[src/hw/dbfs_pkg.sv]
// constants and types shared by the transfer buffer and its save stack
package dbfs_pkg;
  // data widths
  localparam int BUF_W   = 16;
  localparam int BYTE_W  = 8;
  localparam int NIB_W   = 4;
  localparam int ADDR_W  = 7;
  localparam int BANK_W  = 4;
  localparam int LEVEL_W = 2;
  localparam int DEPTH   = 4;
  // data memory placement of the buffer nibbles, msb nibble first
  localparam logic [BANK_W-1:0] DATA_BANK_ZERO = 4'h0;
  localparam logic [ADDR_W-1:0] NIB3_ADDR      = 7'h0c;
  localparam logic [ADDR_W-1:0] NIB2_ADDR      = 7'h0d;
  localparam logic [ADDR_W-1:0] NIB1_ADDR      = 7'h0e;
  localparam logic [ADDR_W-1:0] NIB0_ADDR      = 7'h0f;
  // peripheral addresses
  localparam logic [ADDR_W-1:0] PA_COMPARE = 7'h02;
  localparam logic [ADDR_W-1:0] PA_SHIFT   = 7'h04;
  localparam logic [ADDR_W-1:0] PA_MODULO  = 7'h1a;
  localparam logic [ADDR_W-1:0] PA_COUNT   = 7'h1b;
  localparam logic [ADDR_W-1:0] PA_TABLE   = 7'h40;
  localparam logic [ADDR_W-1:0] PA_STACK   = 7'h41;
  localparam logic [ADDR_W-1:0] PA_DIVIDE  = 7'h42;
  localparam logic [ADDR_W-1:0] PA_FREQ    = 7'h43;
  // control addresses and bit positions
  localparam logic [ADDR_W-1:0] CA_LEVEL  = 7'h04;
  localparam logic [ADDR_W-1:0] CA_WIDTH  = 7'h07;
  localparam logic [ADDR_W-1:0] CA_DIVLOW = 7'h10;
  localparam int WIDTH_BIT  = 0;
  localparam int DIVLOW_BIT = 0;
  // reset and fill values
  localparam logic [BYTE_W-1:0] MODULO_RST = 8'hff;
  localparam logic [BUF_W-1:0]  UNDEF_VAL  = 16'h0000;
  // instruction kinds presented by the core
  typedef enum logic [1:0] {
    INSTR_NONE,
    INSTR_TABLE,
    INSTR_LOAD,
    INSTR_STORE
  } dbfs_instr_type;
endpackage

[src/hw/dbfs_buffer.sv]
// transfer buffer between the core and the peripheral registers
`timescale 1ns/1ps
// What this block does
// RULE_01 - buffer is nibbles 0ch..0fh of bank zero
// RULE_02 - data memory instructions reach the buffer nibbles
// RULE_03 - table read copies program word at pointer
// RULE_04 - control 07h picks width; byte fills low
// RULE_05 - table read holds one address stack level
// RULE_06 - peripheral load copies selected register to buffer
// RULE_07 - peripheral store writes buffer into selected register
// RULE_08 - 02h, 04h, 1ah read/write eight bits
// RULE_09 - 1bh timer count load only, zero after resets
// RULE_10 - 40h, 42h sixteen bit; pointer clears on reset
// RULE_11 - 43h frequency result load only, zero after resets
// RULE_12 - divider seventeen bits, low bit at control 10h
// RULE_13 - timer modulo becomes ff on resets, stop
// RULE_14 - bad loads undefined, bad stores change nothing
// RULE_15 - four word stack at peripheral address 41h
// RULE_16 - stack store writes at pointer then increments
// RULE_17 - stack load reads at pointer then decrements
// RULE_18 - pointer starts zero, counts modulo four
// RULE_19 - fifth store overwrites the oldest entry
// RULE_20 - pointer read-only at control 04h, bits 1:0
// RULE_21 - interrupts never save buffer or stack automatically
// RULE_22 - peripheral transfers always use the bank zero buffer
// RULE_23 - each transfer completes within one instruction
module dbfs_buffer
  import dbfs_pkg::*;
(
  input  wire logic                 clk,
  input  wire logic                 srst,
  input  wire logic                 wdtReset,
  input  wire logic                 clkStop,
  input  wire logic                 instrValid,
  input  wire dbfs_instr_type       instrKind,
  input  wire logic [ADDR_W-1:0]    periphAddr,
  input  wire logic                 memWrite,
  input  wire logic [BANK_W-1:0]    memBank,
  input  wire logic [ADDR_W-1:0]    memAddr,
  input  wire logic [NIB_W-1:0]     memWData,
  output logic      [NIB_W-1:0]     memRData,
  output logic                      memHit,
  input  wire logic                 ctrlWrite,
  input  wire logic [ADDR_W-1:0]    ctrlAddr,
  input  wire logic [NIB_W-1:0]     ctrlWData,
  output logic      [NIB_W-1:0]     ctrlRData,
  output logic      [BUF_W-1:0]     progAddr,
  input  wire logic [BUF_W-1:0]     progData,
  output logic                      addrStackUse,
  output logic      [BUF_W-1:0]     transferBuffer,
  output logic      [BYTE_W-1:0]    compareValue,
  output logic      [BYTE_W-1:0]    shiftValue,
  input  wire logic                 shiftLoad,
  input  wire logic [BYTE_W-1:0]    shiftIn,
  output logic      [BYTE_W-1:0]    moduloValue,
  input  wire logic [BYTE_W-1:0]    timerCount,
  input  wire logic                 timerUpdate,
  output logic      [BUF_W:0]       divideValue,
  input  wire logic [BUF_W-1:0]     freqCount,
  input  wire logic                 freqUpdate
);
  // all state of the block but the save stack
  typedef struct packed {
    logic [BUF_W-1:0]  buffer;    // transfer buffer
    logic [BUF_W-1:0]  tablePtr;  // table address register
    logic [BYTE_W-1:0] compare;   // converter compare value
    logic [BYTE_W-1:0] shift;     // serial shift register
    logic [BYTE_W-1:0] modulo;    // timer modulo value
    logic [BUF_W-1:0]  divide;    // divider upper sixteen bits
    logic              divLow;    // divider lowest bit
    logic              narrow;    // table read moves one byte
    logic              countZero; // timer count reads zero
    logic              freqZero;  // frequency result reads zero
    logic              stackUse;  // address stack level held
  } dbfs_state_type;

  localparam dbfs_state_type RESET_STATE = '{
    buffer:    '0,
    tablePtr:  '0,
    compare:   '0,
    shift:     '0,
    modulo:    MODULO_RST,
    divide:    '0,
    divLow:    1'b0,
    narrow:    1'b0,
    countZero: 1'b1,
    freqZero:  1'b1,
    stackUse:  1'b0
  };

  dbfs_state_type st;      // registered state
  dbfs_state_type next_st; // next state

  logic               stackPush;  // store to stack address
  logic               stackPop;   // load from stack address
  logic [BUF_W-1:0]   stackTop;   // entry at the pointer
  logic [LEVEL_W-1:0] stackLevel; // pointer value
  logic               bankHit;    // data access lands on a buffer nibble of bank zero
  logic [1:0]         nibSel;     // nibble index, 3 is msb

  // save stack; only explicit loads and stores and the pin and watchdog resets move it, never an interrupt
  dbfs_stack u_stack (
    .clk        (clk),
    .srst       (srst),
    .levelClear (wdtReset),
    .push       (stackPush),
    .pop        (stackPop),
    .pushData   (st.buffer),
    .popData    (stackTop),
    .level      (stackLevel)
  ); // [RULE_15] [RULE_21]

  // data memory decode of the buffer nibbles
  always_comb begin
    bankHit = 1'b0;
    nibSel  = 2'h0;
    // only bank zero holds the buffer; other banks never alias it
    if (memBank == DATA_BANK_ZERO) begin
      case (memAddr)
        NIB3_ADDR: begin
          bankHit = 1'b1;
          nibSel  = 2'h3;
        end
        NIB2_ADDR: begin
          bankHit = 1'b1;
          nibSel  = 2'h2;
        end
        NIB1_ADDR: begin
          bankHit = 1'b1;
          nibSel  = 2'h1;
        end
        NIB0_ADDR: begin
          bankHit = 1'b1;
          nibSel  = 2'h0;
        end
        default: begin
          bankHit = 1'b0;
        end
      endcase
    end
  end

  // next state: data memory, instruction transfers, control bits, resets
  always_comb begin
    next_st          = st;
    next_st.stackUse = 1'b0;
    stackPush        = 1'b0;
    stackPop         = 1'b0;
    // peripheral side updates; a shift store below overrides the shift load, a stop or watchdog reset the count flags
    if (shiftLoad) begin
      next_st.shift = shiftIn;
    end
    if (timerUpdate) begin
      next_st.countZero = 1'b0;
    end
    if (freqUpdate) begin
      next_st.freqZero = 1'b0;
    end
    // ordinary data memory write; a load or table read in the same cycle wins where both write
    if (memWrite && bankHit) begin
      next_st.buffer[nibSel*NIB_W +: NIB_W] = memWData; // [RULE_01] [RULE_02]
    end
    if (instrValid) begin
      // bank selection is ignored here: the buffer is always bank zero
      case (instrKind)
        INSTR_TABLE: begin
          if (st.narrow) begin
            next_st.buffer[BYTE_W-1:0] = progData[BYTE_W-1:0]; // [RULE_04]
          end else begin
            next_st.buffer = progData; // [RULE_03]
          end
          next_st.stackUse = 1'b1; // [RULE_05]
        end
        INSTR_LOAD: begin
          case (periphAddr) // [RULE_06] [RULE_22] [RULE_23]
            PA_COMPARE: next_st.buffer = {8'h00, st.compare}; // [RULE_08]
            PA_SHIFT:   next_st.buffer = {8'h00, st.shift};
            PA_MODULO:  next_st.buffer = {8'h00, st.modulo};
            PA_COUNT: begin
              next_st.buffer = st.countZero ? UNDEF_VAL : {8'h00, timerCount}; // [RULE_09]
            end
            PA_TABLE:   next_st.buffer = st.tablePtr; // [RULE_10]
            PA_STACK: begin
              next_st.buffer = stackTop; // [RULE_17]
              stackPop       = 1'b1;
            end
            PA_DIVIDE:  next_st.buffer = st.divide;
            PA_FREQ: begin
              next_st.buffer = st.freqZero ? UNDEF_VAL : freqCount; // [RULE_11]
            end
            default:    next_st.buffer = UNDEF_VAL; // [RULE_14]
          endcase
        end
        INSTR_STORE: begin
          case (periphAddr) // [RULE_07] [RULE_22] [RULE_23]
            PA_COMPARE: next_st.compare = st.buffer[BYTE_W-1:0]; // [RULE_08]
            PA_SHIFT:   next_st.shift   = st.buffer[BYTE_W-1:0];
            PA_MODULO:  next_st.modulo  = st.buffer[BYTE_W-1:0];
            PA_TABLE:   next_st.tablePtr = st.buffer; // [RULE_10]
            PA_STACK:   stackPush = 1'b1; // [RULE_16]
            PA_DIVIDE:  next_st.divide = st.buffer; // [RULE_12]
            default: begin
              // [RULE_14] load-only and unassigned stores change nothing;
              // a nibble write in the same cycle still lands
            end
          endcase
        end
        default: begin
          next_st.stackUse = 1'b0;
        end
      endcase
    end
    // control register writes; the level address takes no write
    if (ctrlWrite) begin
      case (ctrlAddr)
        CA_WIDTH:  next_st.narrow = ctrlWData[WIDTH_BIT]; // [RULE_04]
        CA_DIVLOW: next_st.divLow = ctrlWData[DIVLOW_BIT]; // [RULE_12]
        default:   next_st.narrow = next_st.narrow; // [RULE_20]
      endcase
    end
    // clock stop zeroes the counts and reloads the modulo value
    // stop beats a same-cycle update pulse, so the counts read zero after it
    if (clkStop) begin
      next_st.modulo    = MODULO_RST; // [RULE_13]
      next_st.countZero = 1'b1;       // [RULE_09]
      next_st.freqZero  = 1'b1;       // [RULE_11]
    end
    // watchdog reset acts like the pin reset on the documented registers
    if (wdtReset) begin
      next_st.tablePtr  = '0;         // [RULE_10]
      next_st.compare   = '0;
      next_st.modulo    = MODULO_RST; // [RULE_13]
      next_st.countZero = 1'b1;
      next_st.freqZero  = 1'b1;
      next_st.narrow    = 1'b0;
      next_st.divLow    = 1'b0;
    end
  end

  // single state register
  always_ff @(posedge clk) begin
    if (srst) begin
      st <= RESET_STATE;
    end else begin
      st <= next_st;
    end
  end

  // read paths; these are plain muxes of flops
  always_comb begin
    memHit   = bankHit;
    memRData = bankHit ? st.buffer[nibSel*NIB_W +: NIB_W] : '0; // [RULE_02]
    // unmapped control reads give zero rather than a floating value
    case (ctrlAddr)
      CA_LEVEL:  ctrlRData = {2'h0, stackLevel}; // [RULE_20]
      CA_WIDTH:  ctrlRData = {3'h0, st.narrow};
      CA_DIVLOW: ctrlRData = {3'h0, st.divLow};
      default:   ctrlRData = '0;
    endcase
  end

  assign progAddr       = st.tablePtr; // [RULE_03]
  assign addrStackUse   = st.stackUse;
  assign transferBuffer = st.buffer;
  assign compareValue   = st.compare;
  assign shiftValue     = st.shift;
  assign moduloValue    = st.modulo;
  assign divideValue    = {st.divide, st.divLow}; // [RULE_12]
endmodule

[src/hw/dbfs_stack.sv]
// four-entry save stack for the transfer buffer with its level pointer
`timescale 1ns/1ps
module dbfs_stack
  import dbfs_pkg::*;
(
  input  wire logic               clk,
  input  wire logic               srst,
  input  wire logic               levelClear,
  input  wire logic               push,
  input  wire logic               pop,
  input  wire logic [BUF_W-1:0]   pushData,
  output logic      [BUF_W-1:0]   popData,
  output logic      [LEVEL_W-1:0] level
);
  // all state of the stack
  typedef struct packed {
    logic [DEPTH-1:0][BUF_W-1:0] entry; // saved words
    logic [LEVEL_W-1:0]          level; // wraps modulo four
  } dbfs_stack_type;

  dbfs_stack_type st;      // registered state
  dbfs_stack_type next_st; // next state

  // push writes at the pointer then steps up; pop reads there then steps down
  always_comb begin
    next_st = st;
    if (levelClear) begin
      next_st.level = '0;
    end else if (push) begin
      next_st.entry[st.level] = pushData; // [RULE_16] [RULE_19]
      next_st.level = st.level + 2'h1;    // [RULE_18]
    end else if (pop) begin
      next_st.level = st.level - 2'h1;    // [RULE_17]
    end
  end

  // entries are undefined after reset; cleared anyway for clean simulation
  always_ff @(posedge clk) begin
    if (srst) begin
      st <= '0;
    end else begin
      st <= next_st;
    end
  end

  assign popData = st.entry[st.level]; // [RULE_17]
  assign level   = st.level;
endmodule
[config.mk]
export PLATFORM = sky130hd
export DESIGN_NAME = dbfs_buffer
export DESIGN_NICKNAME = d
export VERILOG_FILES = /design/src/hw/dbfs_pkg.sv /design/src/hw/dbfs_buffer.sv /design/src/hw/dbfs_stack.sv
export SDC_FILE = /design/constraint.sdc
export NUM_CORES = 1
export LEC_CHECK = 0
export ABC_AREA = 0
export BUFFER_PORTS_ARGS = -buffer_cell sky130_fd_sc_hd__buf_4
export CORE_ASPECT_RATIO = 1.4
export CORE_UTILIZATION = 40
export CTS_CLUSTER_SIZE = 28
export DETAILED_ROUTE_END_ITERATION = 10
export PLACE_DENSITY = 0.65
export SLEW_MARGIN = 15
export SYNTH_ARGS = -nofsm -noshare
export SYNTH_HDL_FRONTEND = slang
export SYNTH_SLANG_ARGS = --single-unit
[constraint.sdc]
create_clock -name clk -period 8 [get_ports clk]
set_input_delay 0.8 -clock clk [delete_from_list [all_inputs] [get_ports clk]]
set_output_delay 0.8 -clock clk [all_outputs]
set_load 0.005 [all_outputs]
; ---- Word level (Yosys, flattened, before mapping)
; Index checks and enable logic that the tools add are counted.
[totals]
regBits = 143
out_inout_bits = 83
elab_cells = 93
[op_classes]
addsub = 3
n_lt_le_gt_ge = 2
eq_ne = 18
n_shift = 3
muxes = 34
n_bitwise = 2
reduce_logical = 15
[op_table]
columns = op, count
row1 = $pmux 16 s8, 1
row2 = $mux 16, 6
row3 = $mux 72, 1
row4 = $bwmux 64, 1
row5 = $mux 56, 1
row6 = $mux 8, 6
row7 = $neg 4->34, 1
row8 = $shift 4x34->16 const A, 1
row9 = $shiftx 4x34->16, 1
row10 = $bmux 16 s2, 1
row11 = $demux 16 s2, 1
row12 = $pmux 16 s2, 1
row13 = $eq 7x4->1 const B, 4
row14 = $eq 7x7->1 const B, 4
row15 = $eq 7x3->1 const B, 3
row16 = $eq 7x5->1 const B, 3
row17 = $bwmux 16, 1
row18 = $shiftx 16x5->4, 1
row19 = $pmux 2 s3, 2
row20 = $reduce_and 3->1, 4
row21 = $mux 1, 8
row22 = $eq 7x2->1 const B, 1
row23 = $mux 2, 3
row24 = $reduce_and 2->1, 3
row25 = other kinds (14), 18

; ---- Depth between registers and ports, before layout
[depth]
depth_word = 10
depth_mapped = 11

; ---- By module
; Synthesis repeated with hierarchy kept, for this count alone.
[unflattened]
cells_unflattened = 905
area_unflattened_um2 = 7951.4
[modules_own_cells]
columns = module, n_inst, cells_per_inst, area_per_inst_um2, seq_area_each_um2
row1 = dbfs_buffer, 1, 584, 5073.6, 1541.5
row2 = dbfs_stack, 1, 321, 2877.8, 1321.3

; ---- Worst setup path before layout
; Ideal clock, no wire load.
[synth_path]
kind = in2reg
start = input port memAddr[5]
end = register st, in the netlist transferBuffer[14]
setup_time_ns = 0.120
arrival_time_ns = 3.180
slack_ns = 4.700
path_stages = 9
n_path_buf = 0
path_cell_list = nor4b_2 nand3_1 or2_2 ha_1 nor3b_1 and4_1 a31oi_1 a21oi_1 o31a_1
[synth_between]
elab_chain_cells = 10
[synth_lines]
columns = item, line_no
row1 = "start, declared", dbfs_buffer.sv:39  ; input wire logic [ADDR_W-1:0] memAddr,
row2 = $eq 7x4->1, dbfs_buffer.sv:119  ; case (memAddr)
row3 = $pmux 2 s3, dbfs_buffer.sv:119
row4 = $mux 2, dbfs_buffer.sv:118  ; if (memBank == DATA_BANK_ZERO) begin
row5 = $neg 4->34, dbfs_buffer.sv:161  ; next_st.buffer[nibSel*NIB_W +: NIB_W] = memWData;
row6 = $shiftx 4x34->16 or $shift 4x34->16 (tied branches), dbfs_buffer.sv:161
row7 = $bwmux 16, dbfs_buffer.sv:161
row8 = $mux 16 (*), dbfs_buffer.sv:160  ; if (memWrite && bankHit) begin
row9 = $mux 8, dbfs_buffer.sv:167  ; if (st.narrow) begin
row10 = $pmux 16 s2, dbfs_buffer.sv:165  ; case (instrKind)
row11 = $mux 72 (*), dbfs_buffer.sv:163  ; if (instrValid) begin
row12 = "end signal, assigned", dbfs_buffer.sv:245  ; st <= next_st;
row13 = "end, declared", dbfs_buffer.sv:91  ; dbfs_state_type st;
; Mark *: on every way between the ends. The rest lies on a longest branch, timed or not.
; A chain may end at the register's enable or synchronous reset.

; ---- Final worst setup path
[layout_path]
start = input port memAddr[5]
end = register st, in the netlist transferBuffer[13]
; The elaborated chain is that of the path after synthesis.

==> key figures <==
Clock tree
  • Resize count post-CTS: 0
  • CTS tree: done
  • CTS clk-pin slew, worst paths: 0.06 ns
  • Maximum clock path buffer count: 2
  • Hold-fix buffers at CTS: 0
  • Post-CTS Setup Inserts: 0
  • Skew-Pair Late Insertion Delay: 0.43 ns
  • Cts bufs inserted: 17
  • H-tree Lvls: 4
  • Clock Tree Root: clkbuf_16
  • Clk sinks: 143

Placed design
  • Post-DP HPWL: 17200 um
  • Placed Area: 8850 um2
  • Final GP Congestion: 0.856
  • Port Buffers: 170

Synth
  • Distinct cell type count after synthesis: 59
  • Sequential element share of the synthesized area: 0.354
  • Synthesized area per cell: 8.59 um2
  • Mapped Cells: 941
  • Asr flop ratio synth: 0
  • Top cells by area, synth: dfxtp_1, mux2i_1, buf_4
  • Number of enable flip-flop cells after synthesis: 0
  • Primary FF master, synth: dfxtp_1
  • Ys Warns: 0
  • Number of synthesized register bits: 143
  • Post-synth top area share: 0.354
  • Cell taking the most area after synthesis: dfxtp_1
  • Post-Syn Area: 8080 um2

Routing
  • TritonRoute pass-1 iters: 5
  • # DRC: 0
  • Routed Wire Length: 24500 um
  • Iter 0 DRT Violations: 598
  • Via count: 6938
  • DR vias/cell: 5.53
  • ANT nets after route: 0
  • DR WL/cell: 19.5 um

Min path
  • Min-delay worst type: register to register
  • Hold Startpoint: u_stack.st[18]
  • WHS Endpoint: u_stack.st[18]
  • Hold depth: 2

STA
  • RSZ-0062 raised after global routing: no
  • Max Clock Skew: 0.00646 ns
  • Relative slew slack: 0.320
  • Fin. Hold Viols: 0
  • Setup TNS Final: 0 ns
  • Fin. max-slew vios: 0
  • Setup Viol. Count Final: 0
  • Worst Max-Slew Pin Slew: 1.02 ns
  • Max Fclk: 0.296 GHz
  • Tmin final: 3.38 ns
  • Period utilisation layout: 0.422

Critical path
  • Reg2Reg Depth: 4
  • Buf/Inv on CP: 1
  • CP Cell Sequence: buf_4 > nor4b_2 > nand3_1 > or2_2 > ha_1 > nor3b_1 > and4_1 > a31oi_1 > a21oi_1 > o21a_1
  • R2R Setup Slk: 5.36 ns
  • Critical path required time: 8.32 ns
  • CP max FO: 10
  • Critical path's top delay family: simple AND/OR/NAND/NOR gates
  • Reg-to-Reg End: u_stack.st[17]
  • Data arrival time of the worst path: 3.70 ns
  • Worst Setup Path Type: primary input to register
  • Launching point of the worst reg2reg path: u_stack.level[0]
  • CP max-delay cell: nor4b_2
  • Setup crit end kind: register
  • CP max stage delay: 0.67 ns
  • Worst setup SP type: primary input

Final layout
  • Most frequent cells in the layout: buf_4, dfxtp_1, mux2i_1
  • Fraction of layout cells with a size suffix above 1: 0.230
  • Antenna diode count: 0
  • Fin area: 9440 um2
  • Area delta synth->final: 16.8%
  • Commonest non-fill, non-tap cell in the layout: buf_4
  • Final Core Density: 0.476
  • Nets: 1091

GRT
  • Antenna violations before repair: 0
  • Largest net degree at the start of global routing: 64
  • Global-route wire length before repair: 37500 um
  • GR Util All Layers: 0.240
  • Number of global-route vias before repair: 6404
  • Total gr overflow: 0

Pwr
  • Pleak: 3.75 nW
  • P per Cell Area: 177 nW/um2
  • Peak VDD IR: 0.000140 V

Floorplanning
  • Die span in x: 122 um
  • Die height: 170 um
  • I/O pin cnt: 176
  • # rows: 61
  • Core area: 19800 um2
  • Die area: 20800 um2
  • Starting Density: 0.407

Outcome
  • Status: finished clean

Flow run
  • Max-cap violations: 0
worst max path at each step:
stage | start | endpoint | cells after the start
floorplan | memAddr[5] | transferBuffer[14] | 9
global placement | memAddr[5] | transferBuffer[13] | 10
detailed placement | memAddr[5] | transferBuffer[13] | 10
CTS | memAddr[5] | transferBuffer[13] | 10
global route | memAddr[5] | transferBuffer[11] | 10
finish | memAddr[5] | transferBuffer[13] | 10
sequential cells by signal, summed over array words and instances, names as in the netlist:
| signal | cells |
|---|---|
| addrStackUse | 1 |
| compareValue | 8 |
| divideValue | 17 |
| moduloValue | 8 |
| progAddr | 16 |
| shiftValue | 8 |
| st | 3 |
| transferBuffer | 16 |
| u_stack.level | 2 |
| u_stack.st | 64 |
report_power, final:
group	switching, mW	internal, mW
combinational	0.0737	0.0677
clock	0.332	0.450
sequential	0.0268	0.720
total	0.433	1.24
layout make-up:
type / instances / area (um2)
fillers: 1942 / 10400
clock buffers: 19 / 453
multi-input cells: 636 / 4290
clock inverters: 13 / 130
repair buffers: 178 / 1340
well taps: 252 / 315
flip-flops and latches: 143 / 2860
inverters: 14 / 52.6
worst register-to-register path, stage by stage (launching register included):
cell and delay [ns]:
dfxtp_1 0.46, or3b_2 0.77, or4_1 0.94, nand2_1 0.24, a21oi_1 0.09
cell families after synthesis:
kind of cell / count (synthesis) / synth area share
and+or+nand+nor: 327 / 0.208
AOI/OAI and AO/OA: 163 / 0.130
buffers and inverters: 163 / 0.117
DFF: 143 / 0.354
muxes: 133 / 0.176
adders and majority gates: 8 / 0.0124
xor gates and xnor gates: 3 / 0.00325
other: 1 / 0.000464
cells in the mapped netlist, types with 14 or more instances:
cell type	n
and3b_1	17
buf_4	77
a21oi_1	57
nand4_1	14
dfxtp_1	143
clkbuf_1	54
nor2_1	103
nand2_1	96
inv_1	14
nor2b_1	26
nand3_1	20
a211oi_1	26
mux2i_1	126
o21ai_0	23
through the flow:
step	hold WS [ns]	total power [mW]	worst slack [ns]	instances
final	0.450	1.67	4.62	1255
after detailed placement	0.443	0.902	4.21	1223
after CTS	0.451	1.68	4.65	1255
after global placement	0.435	0.901	4.23	1223
after floorplan	0.429	0.831	4.70	942
after global routing	0.461	1.73	4.39	1255
routing by layer:
layer  GRT usage  part of all wire  wire [um]  vias to the layer above
met1       0.309              0.43      10600                     3292
met2       0.395              0.48      11800                      265
met4      0.0875             0.027        663                        0
met3      0.0442             0.060       1470                       41
met5           0                 0          0                        -
li1            -                 -          -                     3340
No activity file was read; power rests on OpenSTA's default activity.
